File: config.mk
export PLATFORM = sky130hd
export DESIGN_NAME = low_power_mode_controller
export DESIGN_NICKNAME = d
export VERILOG_FILES = /design/src/design/low_power_mode_controller.v /design/src/design/periodic_wakeup_unit.v
export VERILOG_INCLUDE_DIRS = /design/src /design/src/common
export SDC_FILE = /design/constraint.sdc
export NUM_CORES = 1
export LEC_CHECK = 0
export BUFFER_PORTS_ARGS = -buffer_cell sky130_fd_sc_hd__buf_2
export CORE_MARGIN = 8
export CORE_UTILIZATION = 40
export DETAILED_ROUTE_END_ITERATION = 12
export GPL_ROUTABILITY_DRIVEN = 0
export PLACE_DENSITY = 0.61
export SYNTH_ARGS = -nofsm -noshare
export SYNTH_HDL_FRONTEND = slang
export SYNTH_SLANG_ARGS = --single-unit
File: constraint.sdc
create_clock -name REF_CLK_I -period 2 [get_ports REF_CLK_I]
set_clock_uncertainty 0.1 [all_clocks]
set_input_delay 0.2 -clock REF_CLK_I [delete_from_list [all_inputs] [get_ports REF_CLK_I]]
set_output_delay 0.2 -clock REF_CLK_I [all_outputs]
set_load 0.05 [all_outputs]
File: src/common/lpm_defines.vh
// Purpose: Constants of the low-power mode controller
// Assumes: 20 MHz reference clock
// Notes:   Definitions only
`ifndef LPM_DEFINES_VH
`define LPM_DEFINES_VH

// Mode select encodings
`define MODE_WAIT       3'h0
`define MODE_AHALT_RON  3'h1
`define MODE_AHALT_ROFF 3'h2
`define MODE_HALT       3'h3

// Timing
`define CLK_MHZ          32'h00000014
`define REG_SETTLE_US    32'h0000000a
`define REG_SETTLE_CYC   (`REG_SETTLE_US * `CLK_MHZ)
`define CLK_RESTORE_CYC  16'h0004
`define WKUP_PERIOD_RST  16'h0100
`endif

File: src/design/low_power_mode_controller.v
// Purpose: Low-power mode controller: clock gating, regulator control, wakeup
// Assumes: All inputs synchronous to REF_CLK_I; reset comes from the system
// Notes:
// Function
// - Four software-selectable modes: wait, active-halt reg on/off, halt.
// - Wait stops the core clock, peripheral clocks keep running.
// - Wait ends on internal interrupt, external interrupt or reset.
// - Both active-halt variants gate core and all peripheral clocks.
// - Periodic wakeup unit keeps counting in active-halt, programmable interval.
// - Active-halt regulator on keeps the main regulator enabled.
// - Active-halt ends on periodic wakeup, external interrupt or reset.
// - Active-halt regulator off disables the main regulator, longer wakeup.
// - Halt stops all clocks, regulator off, wakes on external event or reset.
// - Clock reaches only modules selected for the mode; logic stays powered.
// - RAM retention and brown-out detection stay active in every mode.
`timescale 1ns/1ns
`include "lpm_defines.vh"
module low_power_mode_controller #(
    parameter WK_WIDTH   = 16,
    parameter REG_SETTLE = `REG_SETTLE_CYC
) (
    input  wire                REF_CLK_I,
    input  wire                RST_N_I,
    input  wire                ENTER_I,        // Pulse from core: enter selected mode
    input  wire [2:0]          MODE_SEL_I,
    input  wire [WK_WIDTH-1:0] WKUP_PERIOD_I,
    input  wire                INT_IRQ_I,      // Any internal peripheral interrupt
    input  wire                EXT_IRQ_I,      // Any external interrupt or event
    output reg                 CPU_CLK_EN_O,
    output reg                 PER_CLK_EN_O,
    output reg                 WKUP_CLK_EN_O,
    output reg                 REG_EN_O,
    output reg                 RAM_RETAIN_O,
    output reg                 BOR_EN_O,
    output reg                 FETCH_EN_O,
    output reg                 WKUP_EVENT_O,
    output reg  [2:0]          STATE_O
);
    // ****************************************************************
    // State codes
    // ****************************************************************
    // Both active-halt modes park in ST_AHALT, so STATE_O does not show
    // which regulator setting was selected while the device sleeps
    localparam [2:0] ST_RUN    = 3'b000;
    localparam [2:0] ST_WAIT   = 3'b001;
    localparam [2:0] ST_AHALT  = 3'b010;
    localparam [2:0] ST_HALT   = 3'b011;
    localparam [2:0] ST_REG_UP = 3'b100;
    localparam [2:0] ST_CLK_UP = 3'b101;

    // Last count of each restore phase; the settle count is cut to the
    // counter width on purpose, so it must stay below 65536 cycles
    localparam [31:0] SETTLE_FULL  = REG_SETTLE;
    localparam [15:0] SETTLE_LAST  = SETTLE_FULL[15:0] - 16'h0001;
    localparam [15:0] RESTORE_LAST = `CLK_RESTORE_CYC - 16'h0001;

    // ****************************************************************
    // State, counters and the periodic wakeup unit
    // ****************************************************************
    reg  [2:0]  state_reg;
    reg  [2:0]  state_next;
    reg         roff_reg;      // Regulator was switched off on entry
    reg         roff_next;
    reg  [15:0] cnt_reg;       // Restore phase counter
    reg  [15:0] cnt_next;
    reg         cpu_clk_next;
    reg         per_clk_next;
    reg         wkup_clk_next;
    reg         reg_en_next;
    reg         fetch_next;
    reg         event_next;
    wire        wake_tick;     // One-cycle request from the periodic unit
    wire        wake_run;      // Periodic unit counts only in active-halt

    // Held cleared outside active-halt, so every stay starts a full interval
    assign wake_run = (state_reg == ST_AHALT);

    periodic_wakeup_unit #(.WIDTH(WK_WIDTH)) u_wake_unit (
        .clk_i    (REF_CLK_I),
        .rst_n_i  (RST_N_I),
        .run_i    (wake_run),
        .period_i (WKUP_PERIOD_I),
        .wake_o   (wake_tick)
    );

    // ****************************************************************
    // Next-state logic
    // ****************************************************************
    // Unknown mode codes and requests outside run are ignored, so a stray
    // request cannot park the core in a state it has no way out of
    always @* begin
        state_next = state_reg;
        roff_next  = roff_reg;
        cnt_next   = cnt_reg;
        case (state_reg)
            ST_RUN: begin
                if (ENTER_I) begin
                    case (MODE_SEL_I)
                        `MODE_WAIT: begin
                            state_next = ST_WAIT;
                            roff_next  = 1'b0;
                        end
                        `MODE_AHALT_RON: begin
                            state_next = ST_AHALT;
                            roff_next  = 1'b0;
                        end
                        `MODE_AHALT_ROFF: begin
                            state_next = ST_AHALT;
                            roff_next  = 1'b1;
                        end
                        `MODE_HALT: begin
                            state_next = ST_HALT;
                            roff_next  = 1'b1;
                        end
                        default: begin
                            state_next = ST_RUN;
                        end
                    endcase
                end
            end
            ST_WAIT: begin
                // The regulator stays on in wait, so only clocks need restoring
                if (INT_IRQ_I || EXT_IRQ_I) begin
                    state_next = ST_CLK_UP;
                    cnt_next   = 16'h0000;
                end
            end
            ST_AHALT: begin
                // Internal interrupts are ignored: their sources are unclocked here
                if (EXT_IRQ_I || wake_tick) begin
                    state_next = roff_reg ? ST_REG_UP : ST_CLK_UP;
                    cnt_next   = 16'h0000;
                end
            end
            ST_HALT: begin
                // The periodic unit has no clock here; only an external event wakes
                if (EXT_IRQ_I) begin
                    state_next = ST_REG_UP;
                    cnt_next   = 16'h0000;
                end
            end
            ST_REG_UP: begin
                // Core and peripheral clocks stay off until the regulator has settled; the wakeup clock runs
                if (cnt_reg >= SETTLE_LAST) begin
                    state_next = ST_CLK_UP;
                    roff_next  = 1'b0;
                    cnt_next   = 16'h0000;
                end else begin
                    cnt_next = cnt_reg + 16'h0001;
                end
            end
            ST_CLK_UP: begin
                // Fetch waits a few cycles while the clock trees restart
                if (cnt_reg >= RESTORE_LAST) begin
                    state_next = ST_RUN;
                    cnt_next   = 16'h0000;
                end else begin
                    cnt_next = cnt_reg + 16'h0001;
                end
            end
            default: begin
                state_next = ST_RUN;
            end
        endcase
    end

    // ****************************************************************
    // State registers
    // ****************************************************************
    // Reset is a wakeup source for every mode: it forces run directly
    always @(posedge REF_CLK_I or negedge RST_N_I) begin
        if (!RST_N_I) begin
            state_reg <= ST_RUN;
            roff_reg  <= 1'b0;
            cnt_reg   <= 16'h0000;
        end else begin
            state_reg <= state_next;
            roff_reg  <= roff_next;
            cnt_reg   <= cnt_next;
        end
    end

    // ****************************************************************
    // Output decode
    // ****************************************************************
    // Decoded from the next state so the registered enables line up with
    // state_reg; this costs one level of logic ahead of the output flops
    always @* begin
        cpu_clk_next  = (state_next == ST_RUN) || (state_next == ST_CLK_UP);
        per_clk_next  = (state_next == ST_RUN) || (state_next == ST_WAIT)
                        || (state_next == ST_CLK_UP);
        wkup_clk_next = (state_next != ST_HALT);
        reg_en_next   = !(roff_next && ((state_next == ST_AHALT)
                          || (state_next == ST_HALT)));
        fetch_next    = (state_next == ST_RUN);
        // A stay in a low-power state ends whenever the state moves on
        event_next    = ((state_reg == ST_WAIT) || (state_reg == ST_AHALT)
                         || (state_reg == ST_HALT)) && (state_next != state_reg);
    end

    // ****************************************************************
    // Registered outputs
    // ****************************************************************
    // Retention and brown-out detection are never switched off by a mode
    always @(posedge REF_CLK_I or negedge RST_N_I) begin
        if (!RST_N_I) begin
            CPU_CLK_EN_O  <= 1'b1;
            PER_CLK_EN_O  <= 1'b1;
            WKUP_CLK_EN_O <= 1'b1;
            REG_EN_O      <= 1'b1;
            RAM_RETAIN_O  <= 1'b1;
            BOR_EN_O      <= 1'b1;
            FETCH_EN_O    <= 1'b1;
            WKUP_EVENT_O  <= 1'b0;
            STATE_O       <= ST_RUN;
        end else begin
            CPU_CLK_EN_O  <= cpu_clk_next;
            PER_CLK_EN_O  <= per_clk_next;
            WKUP_CLK_EN_O <= wkup_clk_next;
            REG_EN_O      <= reg_en_next;
            RAM_RETAIN_O  <= 1'b1;
            BOR_EN_O      <= 1'b1;
            FETCH_EN_O    <= fetch_next;
            WKUP_EVENT_O  <= event_next;
            STATE_O       <= state_next;
        end
    end
endmodule // low_power_mode_controller

File: src/design/periodic_wakeup_unit.v
// Purpose: Periodic wakeup counter, counts while enabled
// Assumes: One clock, enable level driven by the controller
// Notes:   Raises a one-cycle request every period+1 counts
`timescale 1ns/1ns
module periodic_wakeup_unit #(
    parameter WIDTH = 16
) (
    input  wire             clk_i,
    input  wire             rst_n_i,
    input  wire             run_i,
    input  wire [WIDTH-1:0] period_i,
    output reg              wake_o
);
    reg [WIDTH-1:0] count_reg;

    // Count up to period, then pulse and restart
    always @(posedge clk_i or negedge rst_n_i) begin
        if (!rst_n_i) begin
            count_reg <= {WIDTH{1'b0}};
            wake_o    <= 1'b0;
        end else if (!run_i) begin
            count_reg <= {WIDTH{1'b0}};
            wake_o    <= 1'b0;
        end else if (count_reg >= period_i) begin
            count_reg <= {WIDTH{1'b0}};
            wake_o    <= 1'b1;
        end else begin
            count_reg <= count_reg + {{(WIDTH-1){1'b0}}, 1'b1};
            wake_o    <= 1'b0;
        end
    end
endmodule // periodic_wakeup_unit

==> results of run 1 <==
==> layout by cell type (no fill, tap or decap), types with 2 or more instances in the layout <==
| master | instances |
|---|---|
| and2_1 | 5 |
| clkbuf_8 | 5 |
| nand3_1 | 12 |
| a21oi_1 | 6 |
| conb_1 | 2 |
| or2_2 | 2 |
| nor2_1 | 15 |
| nor3b_2 | 2 |
| o21ai_0 | 5 |
| o21ai_2 | 2 |
| nand4_1 | 6 |
| a211oi_2 | 3 |
| or3_1 | 3 |
| nand3b_1 | 3 |
| buf_2 | 32 |
| nor4_1 | 5 |
| nand2b_1 | 2 |
| ha_1 | 15 |
| buf_4 | 34 |
| a22o_1 | 2 |
| o21a_1 | 6 |
| and3_1 | 5 |
| a21oi_2 | 2 |
| dfstp_2 | 5 |
| xor2_1 | 6 |
| dfrtp_1 | 38 |
| inv_1 | 20 |
| o21ai_1 | 4 |
| a211oi_1 | 14 |
| nor4_4 | 2 |
| xnor2_1 | 8 |
| nor3_1 | 2 |
| o211ai_1 | 2 |
| mux2i_1 | 2 |
| nor2b_1 | 2 |
| and4_1 | 2 |
| nand2_1 | 26 |
| ha_4 | 3 |
| buf_6 | 2 |
==> area by class of cell <==
type                       count  share of cell area (%)
sequential                    43                    31.6
multi-input combinational    205                    46.9
clock buffer                   5                    2.01
tap                           80                    2.92
clock inverter                 3                    1.28
timing repair buffer          69                    13.1
inverter                      21                    2.30
==> cells by family (layout without fill, tap and decap cells) <==
group | Yosys count | count (layout) | share of synthesized area, %
other cells | 1 | 2 | 0.140
flops | 43 | 43 | 40.4
compound gates | 61 | 61 | 17.4
simple gates | 107 | 107 | 23.0
xor+xnor | 14 | 14 | 4.57
buf+inv | 30 | 98 | 4.95
fa+ha+maj | 19 | 19 | 8.87
mux | 2 | 2 | 0.747
==> per-layer routing <==
layer  vias up  GRT usage, %  share of wire, %
met5         -             0                 0
met4         0          4.44              0.95
met3         5          2.63               3.9
met2        37          22.7                51
met1      1111          15.9                44
li1       1138             -                 -
==> cells in the mapped netlist, types with 2 or more instances <==
cell type	number	share of area, %
a22o_1	2	0.65
nor3b_2	2	0.93
or3_1	4	0.93
xnor2_1	8	2.6
o211ai_1	2	0.56
ha_1	19	8.9
buf_4	3	0.84
nor2_1	16	2.2
a31oi_1	2	0.47
nand4_1	6	1.4
mux2i_1	2	0.75
nor4_4	2	1.6
or2_2	2	0.47
nor3_1	2	0.37
a21oi_1	8	1.5
or2_1	2	0.47
nand2b_1	2	0.47
and2_1	5	1.2
nand2_1	26	3.6
a211oi_1	17	4.8
o21a_1	6	1.7
and3_1	5	1.2
xor2_1	6	2.0
dfstp_2	5	4.9
and4_1	2	0.65
dfrtp_1	38	35
o21ai_1	6	1.1
nand3_1	14	2.6
nor2b_1	2	0.47
o21ai_0	5	0.93
nor4_1	5	1.2
clkbuf_1	4	0.56
nand3b_1	3	0.84
inv_1	20	2.8
==> critical path, stage by stage, from the launching register on <==
cell	delay [ns]
dfrtp_1	0.42
ha_4	0.18
a2111oi_4	0.31
o211ai_2	0.16
a221oi_4	0.41
nand2b_4	0.08
nor4b_2	0.21
==> worst paths after layout <==
kind | from | endpoint | slack, ns | depth (start not counted)
max | cnt_reg[1] | FETCH_EN_O | 0.04 | 6
min reg2reg | u_wake_unit.count_reg[0] | u_wake_unit.count_reg[0] | 0.45 | 2
max in group asynchronous | RST_N_I | cnt_reg[9] | 0.82 | 3
min in group asynchronous | RST_N_I | STATE_O[2] | 0.38 | 2
min | MODE_SEL_I[1] | roff_reg | 0.18 | 3
max reg2reg | cnt_reg[1] | FETCH_EN_O | 0.04 | 6
==> what timing repair did <==
action                                  4_1_cts  5_1_grt
pin swaps                                     4        8
hold buffers                                  1        0
resized for setup                             8       20
endpoints found under the hold margin        26        0
endpoints found under the setup margin       16       19
buffers inserted                              1        8
==> power groups by stage <==
stage | Combinational (mW) | Sequential [mW] | Clock, mW
final | 1.43 | 1.13 | 0.693
after global routing | 1.56 | 1.16 | 0.752
after CTS | 1.27 | 1.13 | 0.716
after detailed placement | 1.25 | 1.14 | 0
after global placement | 1.24 | 1.14 | 0
after floorplan | 0.631 | 1.36 | 0
==> stage by stage <==
step                      std cells  area, um^2  utilization (%)  setup TNS [ns]  hold WS, ns
after global routing            426        3430             51.6          -0.229        0.213
after CTS                       418        3250             48.9               0        0.168
final                           426        3430             51.6               0        0.177
after detailed placement        408        3090             46.6          -0.387        0.210
after floorplan                 278        2690                -               0       -0.196
after global placement          408        3090             46.6         -0.0386        0.206
==> results.tsv, run 1 <==
stage	metric	value	unit
pwr	swShare	39.2	%
placement	dp.final_hpwl	4.63	mm
pwr	combPwrFrac	43.9	%
synth	postSynthRegisterBits	43	
status	status	finished, final reports clean	
clock_tree	cts_tree	built	
route	vias	2291	
sta	max_freq	510	MHz
sta	final.min_clock_period	1.96	ns
finish	drive_above_1_share	33.2	%
synth	avgSynthCellArea	9.68	um^2
setup_path	crit_arrival	2.08	ns
synth	synthCells	277	
sta	min_period_over_period	98.0	%
sta	slew_viol_final	0	
clock_tree	htreeDepth	2	
placement	numPortBuffers	32	
route	viasPerCell	5.38	
synth	synth_area	2680	um^2
sta	setup_viol	0	
setup_path	required	2.12	ns
finish	diodes	0	
pwr	power.total	3.25	mW
route	drt_iter0_markers	44	
route	routedWlPerCell	14.4	um
sta	tightest_slew	0.722	ns
setup_path	crit_path_start_kind	register	
floorplanning	die-area	9580	um^2
global_routing	grt-ovfl-total	0	
global_routing	grt_start_max_net_pins	34	
pwr	p_seq_share	34.8	%
pwr	leakagePower	1.60	nW
global_routing	grt_pass1_vias	2301	
clock_tree	clock_path_buffers	2	
sta	rsz0062_at_grt	yes	
clock_tree	cts_sinks	43	
finish	fillers	631	
route	ant_nets	0	
pwr	clkPwrFrac	21.3	%
pwr	p_sw	1.28	mW
global_routing	grt_pass1_wl	10.5	mm
synth	async_reset_ff_share	100	%
sta	hold_viol_final	0	
synth	synth_cell_types	58	
clock_tree	clk_latency	0.30	ns
route	dr.pass1.iters	4	
global_routing	antenna_found_initial	0	
setup_path	crit_path_max_fanout	3	
setup_path	end_kind	register	
floorplanning	initial_utilization	40.4	%
synth	yosysWarnings	0	
route	wirelength	6.12	mm
pwr	worst_ir_drop_vdd	0.000416	V
finish	syn_to_final_growth	27.9	%
worst_hold_path	hp-class	in2reg	
placement	place_ws	-0.0872	ns
setup_path	worstSetupPathType	reg2reg	
synth	synth_edf_count	0	
sta	setup_ws	0.0404	ns
synth	synth_seq_area_share	40.4	%
clock_tree	clk_pin_slew_worst_paths	0.09	ns
floorplanning	die_x	97.9	um
pwr	p_int	1.98	mW
floorplanning	io_pins	35	
pwr	powerDensity	949	nW/um^2
synth	synth-main-ff-cell	dfrtp_1	
finish	multi_input_area	1610	um^2
sta	slew_headroom	51.9	%
global_routing	grtUsageTotal	13.2	%
finish	seqCellArea	1080	um^2
route	drc_errors	0	
floorplanning	rows	30	
flow_run	maxCapViolations	0	
finish	fin_nets	388	
floorplanning	coreArea	6640	um^2
clock_tree	cts_buffers	5	
clock_tree	cts_root_buf	clkbuf_8	
floorplanning	fp.dieH	97.9	um
(Power assumes the default switching activity.)
==> run 2, diff against run 1 <==
--- a/config.mk
+++ b/config.mk
@@ -12,6 +12,7 @@
 export DETAILED_ROUTE_END_ITERATION = 12
 export GPL_ROUTABILITY_DRIVEN = 0
 export PLACE_DENSITY = 0.61
+export SETUP_SLACK_MARGIN = 0.3
 export SYNTH_ARGS = -nofsm -noshare
 export SYNTH_HDL_FRONTEND = slang
 export SYNTH_SLANG_ARGS = --single-unit
==> results.tsv, run 2 (synthesis results as in run 1) <==
stage	metric	value	unit
setup_path	path_delay_family	compound AO/OA/AOI/OAI gates	
placement	place_inst	411	
route	drt_iter0_markers	49	
clock_tree	cts_tree	built	
sta	setup_viol	0	
clock_tree	clk_pin_slew_worst_paths	0.09	ns
setup_path	crit_path_max_fanout	3	
sta	tightest_slew	0.559	ns
worst_hold_path	hp-class	in2reg	
clock_tree	cts_buffers	5	
sta	slew_headroom	62.7	%
global_routing	grt-ovfl-total	0	
pwr	p_int	1.94	mW
global_routing	use_met1	15.4	%
sta	setup-tns-final	0	ns
global_routing	antenna_found_initial	0	
pwr	p_sw	1.36	mW
setup_path	cp_cell_sequence	ha_2, a2111oi_4, o211ai_2, a221oi_4, nand2b_2, nor4b_4	
pwr	power.total	3.30	mW
clock_tree	cts_root_buf	clkbuf_8	
finish	syn_to_final_growth	42.2	%
setup_path	crit_path_start_kind	register	
clock_tree	clock_path_buffers	2	
placement	numPortBuffers	32	
global_routing	grt_start_max_net_pins	44	
sta	final.min_clock_period	1.99	ns
global_routing	grtUsageTotal	13.9	%
status	status	finished, final reports clean	
floorplanning	coreArea	6640	um^2
clock_tree	cts_sinks	43	
route	dr.pass1.iters	4	
setup_path	worstSetupPathType	reg2reg	
placement	dp.final_hpwl	4.47	mm
route	drc_errors	0	
route	vias	2379	
finish	diodes	0	
global_routing	top_usage_layer	met2	
pwr	worst_ir_drop_vdd	0.000314	V
finish	layout_commonest_cell	buf_4	
pwr	powerDensity	865	nW/um^2
sta	slew_viol_final	0	
setup_path	slowest_delay	0.39	ns
sta	min_period_over_period	99.7	%
finish	fin_nets	409	
global_routing	grt_pass1_vias	2431	
flow_run	maxCapViolations	0	
pwr	leakagePower	1.72	nW
setup_path	worst-path-buf-inv	0	
sta	rsz0062_at_grt	yes	
route	viasPerCell	5.32	
pwr	p_seq_share	33.4	%
floorplanning	initial_utilization	40.4	%
global_routing	grtUsageMet2	25.3	%
finish	drive_above_1_share	44.1	%
sta	hold_viol_final	0	
global_routing	grt_use_met3	3.13	%
pwr	swShare	41.3	%
setup_path	crit_arrival	2.11	ns
finish	stdcell_count	447	
global_routing	grt_pass1_wl	10.9	mm
clock_tree	htreeDepth	2	
route	wirelength	6.53	mm
setup_path	end_kind	register	
sta	max_freq	501	MHz
floorplanning	die_x	97.9	um
route	routedWlPerCell	14.6	um
floorplanning	rows	30	
clock_tree	clk_latency	0.30	ns
floorplanning	die-area	9580	um^2
floorplanning	io_pins	35	
pwr	combPwrFrac	49.6	%
setup_path	required	2.11	ns
finish	layout_common_cells	buf_4, dfrtp_1, buf_2, nand2_1, inv_1	
route	ant_nets	0	
setup_path	critPathSlowestCell	dfrtp_1	
floorplanning	fp.dieH	97.9	um
pwr	clkPwrFrac	17.0	%
-- run 2: cell count changes in the layout (fill, tap and decap cells not counted), sizes merged --
cell	previous run	this run
clkbuf	5	6
clkinvlp	0	1
o21ai	11	12
clkinv	2	1
buf	68	87
bufinv	1	0
o31ai	1	2
-- run 2: final timing paths --
kind	end	from	depth (start not counted)	slack (ns)
worst max register to register	FETCH_EN_O	cnt_reg[1]	6	0.005
worst max-delay path	FETCH_EN_O	cnt_reg[1]	6	0.005
worst min register to register	cnt_reg[15]	cnt_reg[15]	1	0.45
min in group asynchronous	cnt_reg[5]	RST_N_I	3	0.40
max in group asynchronous	STATE_O[1]	RST_N_I	3	0.98
worst min-delay path	roff_reg	MODE_SEL_I[1]	3	0.17
-- run 2: layer usage --
layer	part of all wire, %	up-vias
met5	0	-
met4	1.6	0
met3	2.9	10
met2	51	34
met1	44	1156
li1	-	1179
-- run 2: worst min-delay path: stages --
cell	delay, ns
buf_2	0.10
mux2i_1	0.08
a21oi_2	0.14
-- run 2: cell type report --
class                   instances  area, um^2
flip-flops and latches         43        1090
fillers                       565        2830
repair buffers                 88         629
inverters                      21        78.8
multi-input cells             207        1830
clock inverters                 2        12.5
clock buffers                   6        72.6
well taps                      80         100
-- run 2: power by group through the flow --
stage | sequential (mW) | combinational [mW] | clock (mW)
final | 1.10 | 1.63 | 0.562
after global routing | 1.11 | 1.75 | 0.605
after CTS | 1.11 | 1.51 | 0.582
after detailed placement | 1.13 | 1.28 | 0
after global placement | 1.13 | 1.27 | 0
after floorplan | 1.37 | 0.685 | 0
-- run 2: what timing repair did --
item	4_1_cts	5_1_grt
hold buffers	1	0
cloned	2	0
gates resized for setup	34	14
pin swaps	18	8
buffers inserted	19	6
endpoints found under the hold margin	38	0
setup endpoints to repair	38	41
-- run 2: per-stage QoR --
stage	utilization, %	hold WS (ns)	area, um^2	setup slack (ns)
2_1_floorplan	-	-0.196	2850	0.129
6_report	57.4	0.170	3810	0.00518
4_1_cts	55.7	0.162	3700	-0.0163
3_5_place_dp	48.8	0.217	3240	-0.138
5_1_grt	57.4	0.180	3810	-0.0930
3_3_place_gp	48.8	0.208	3240	-0.112
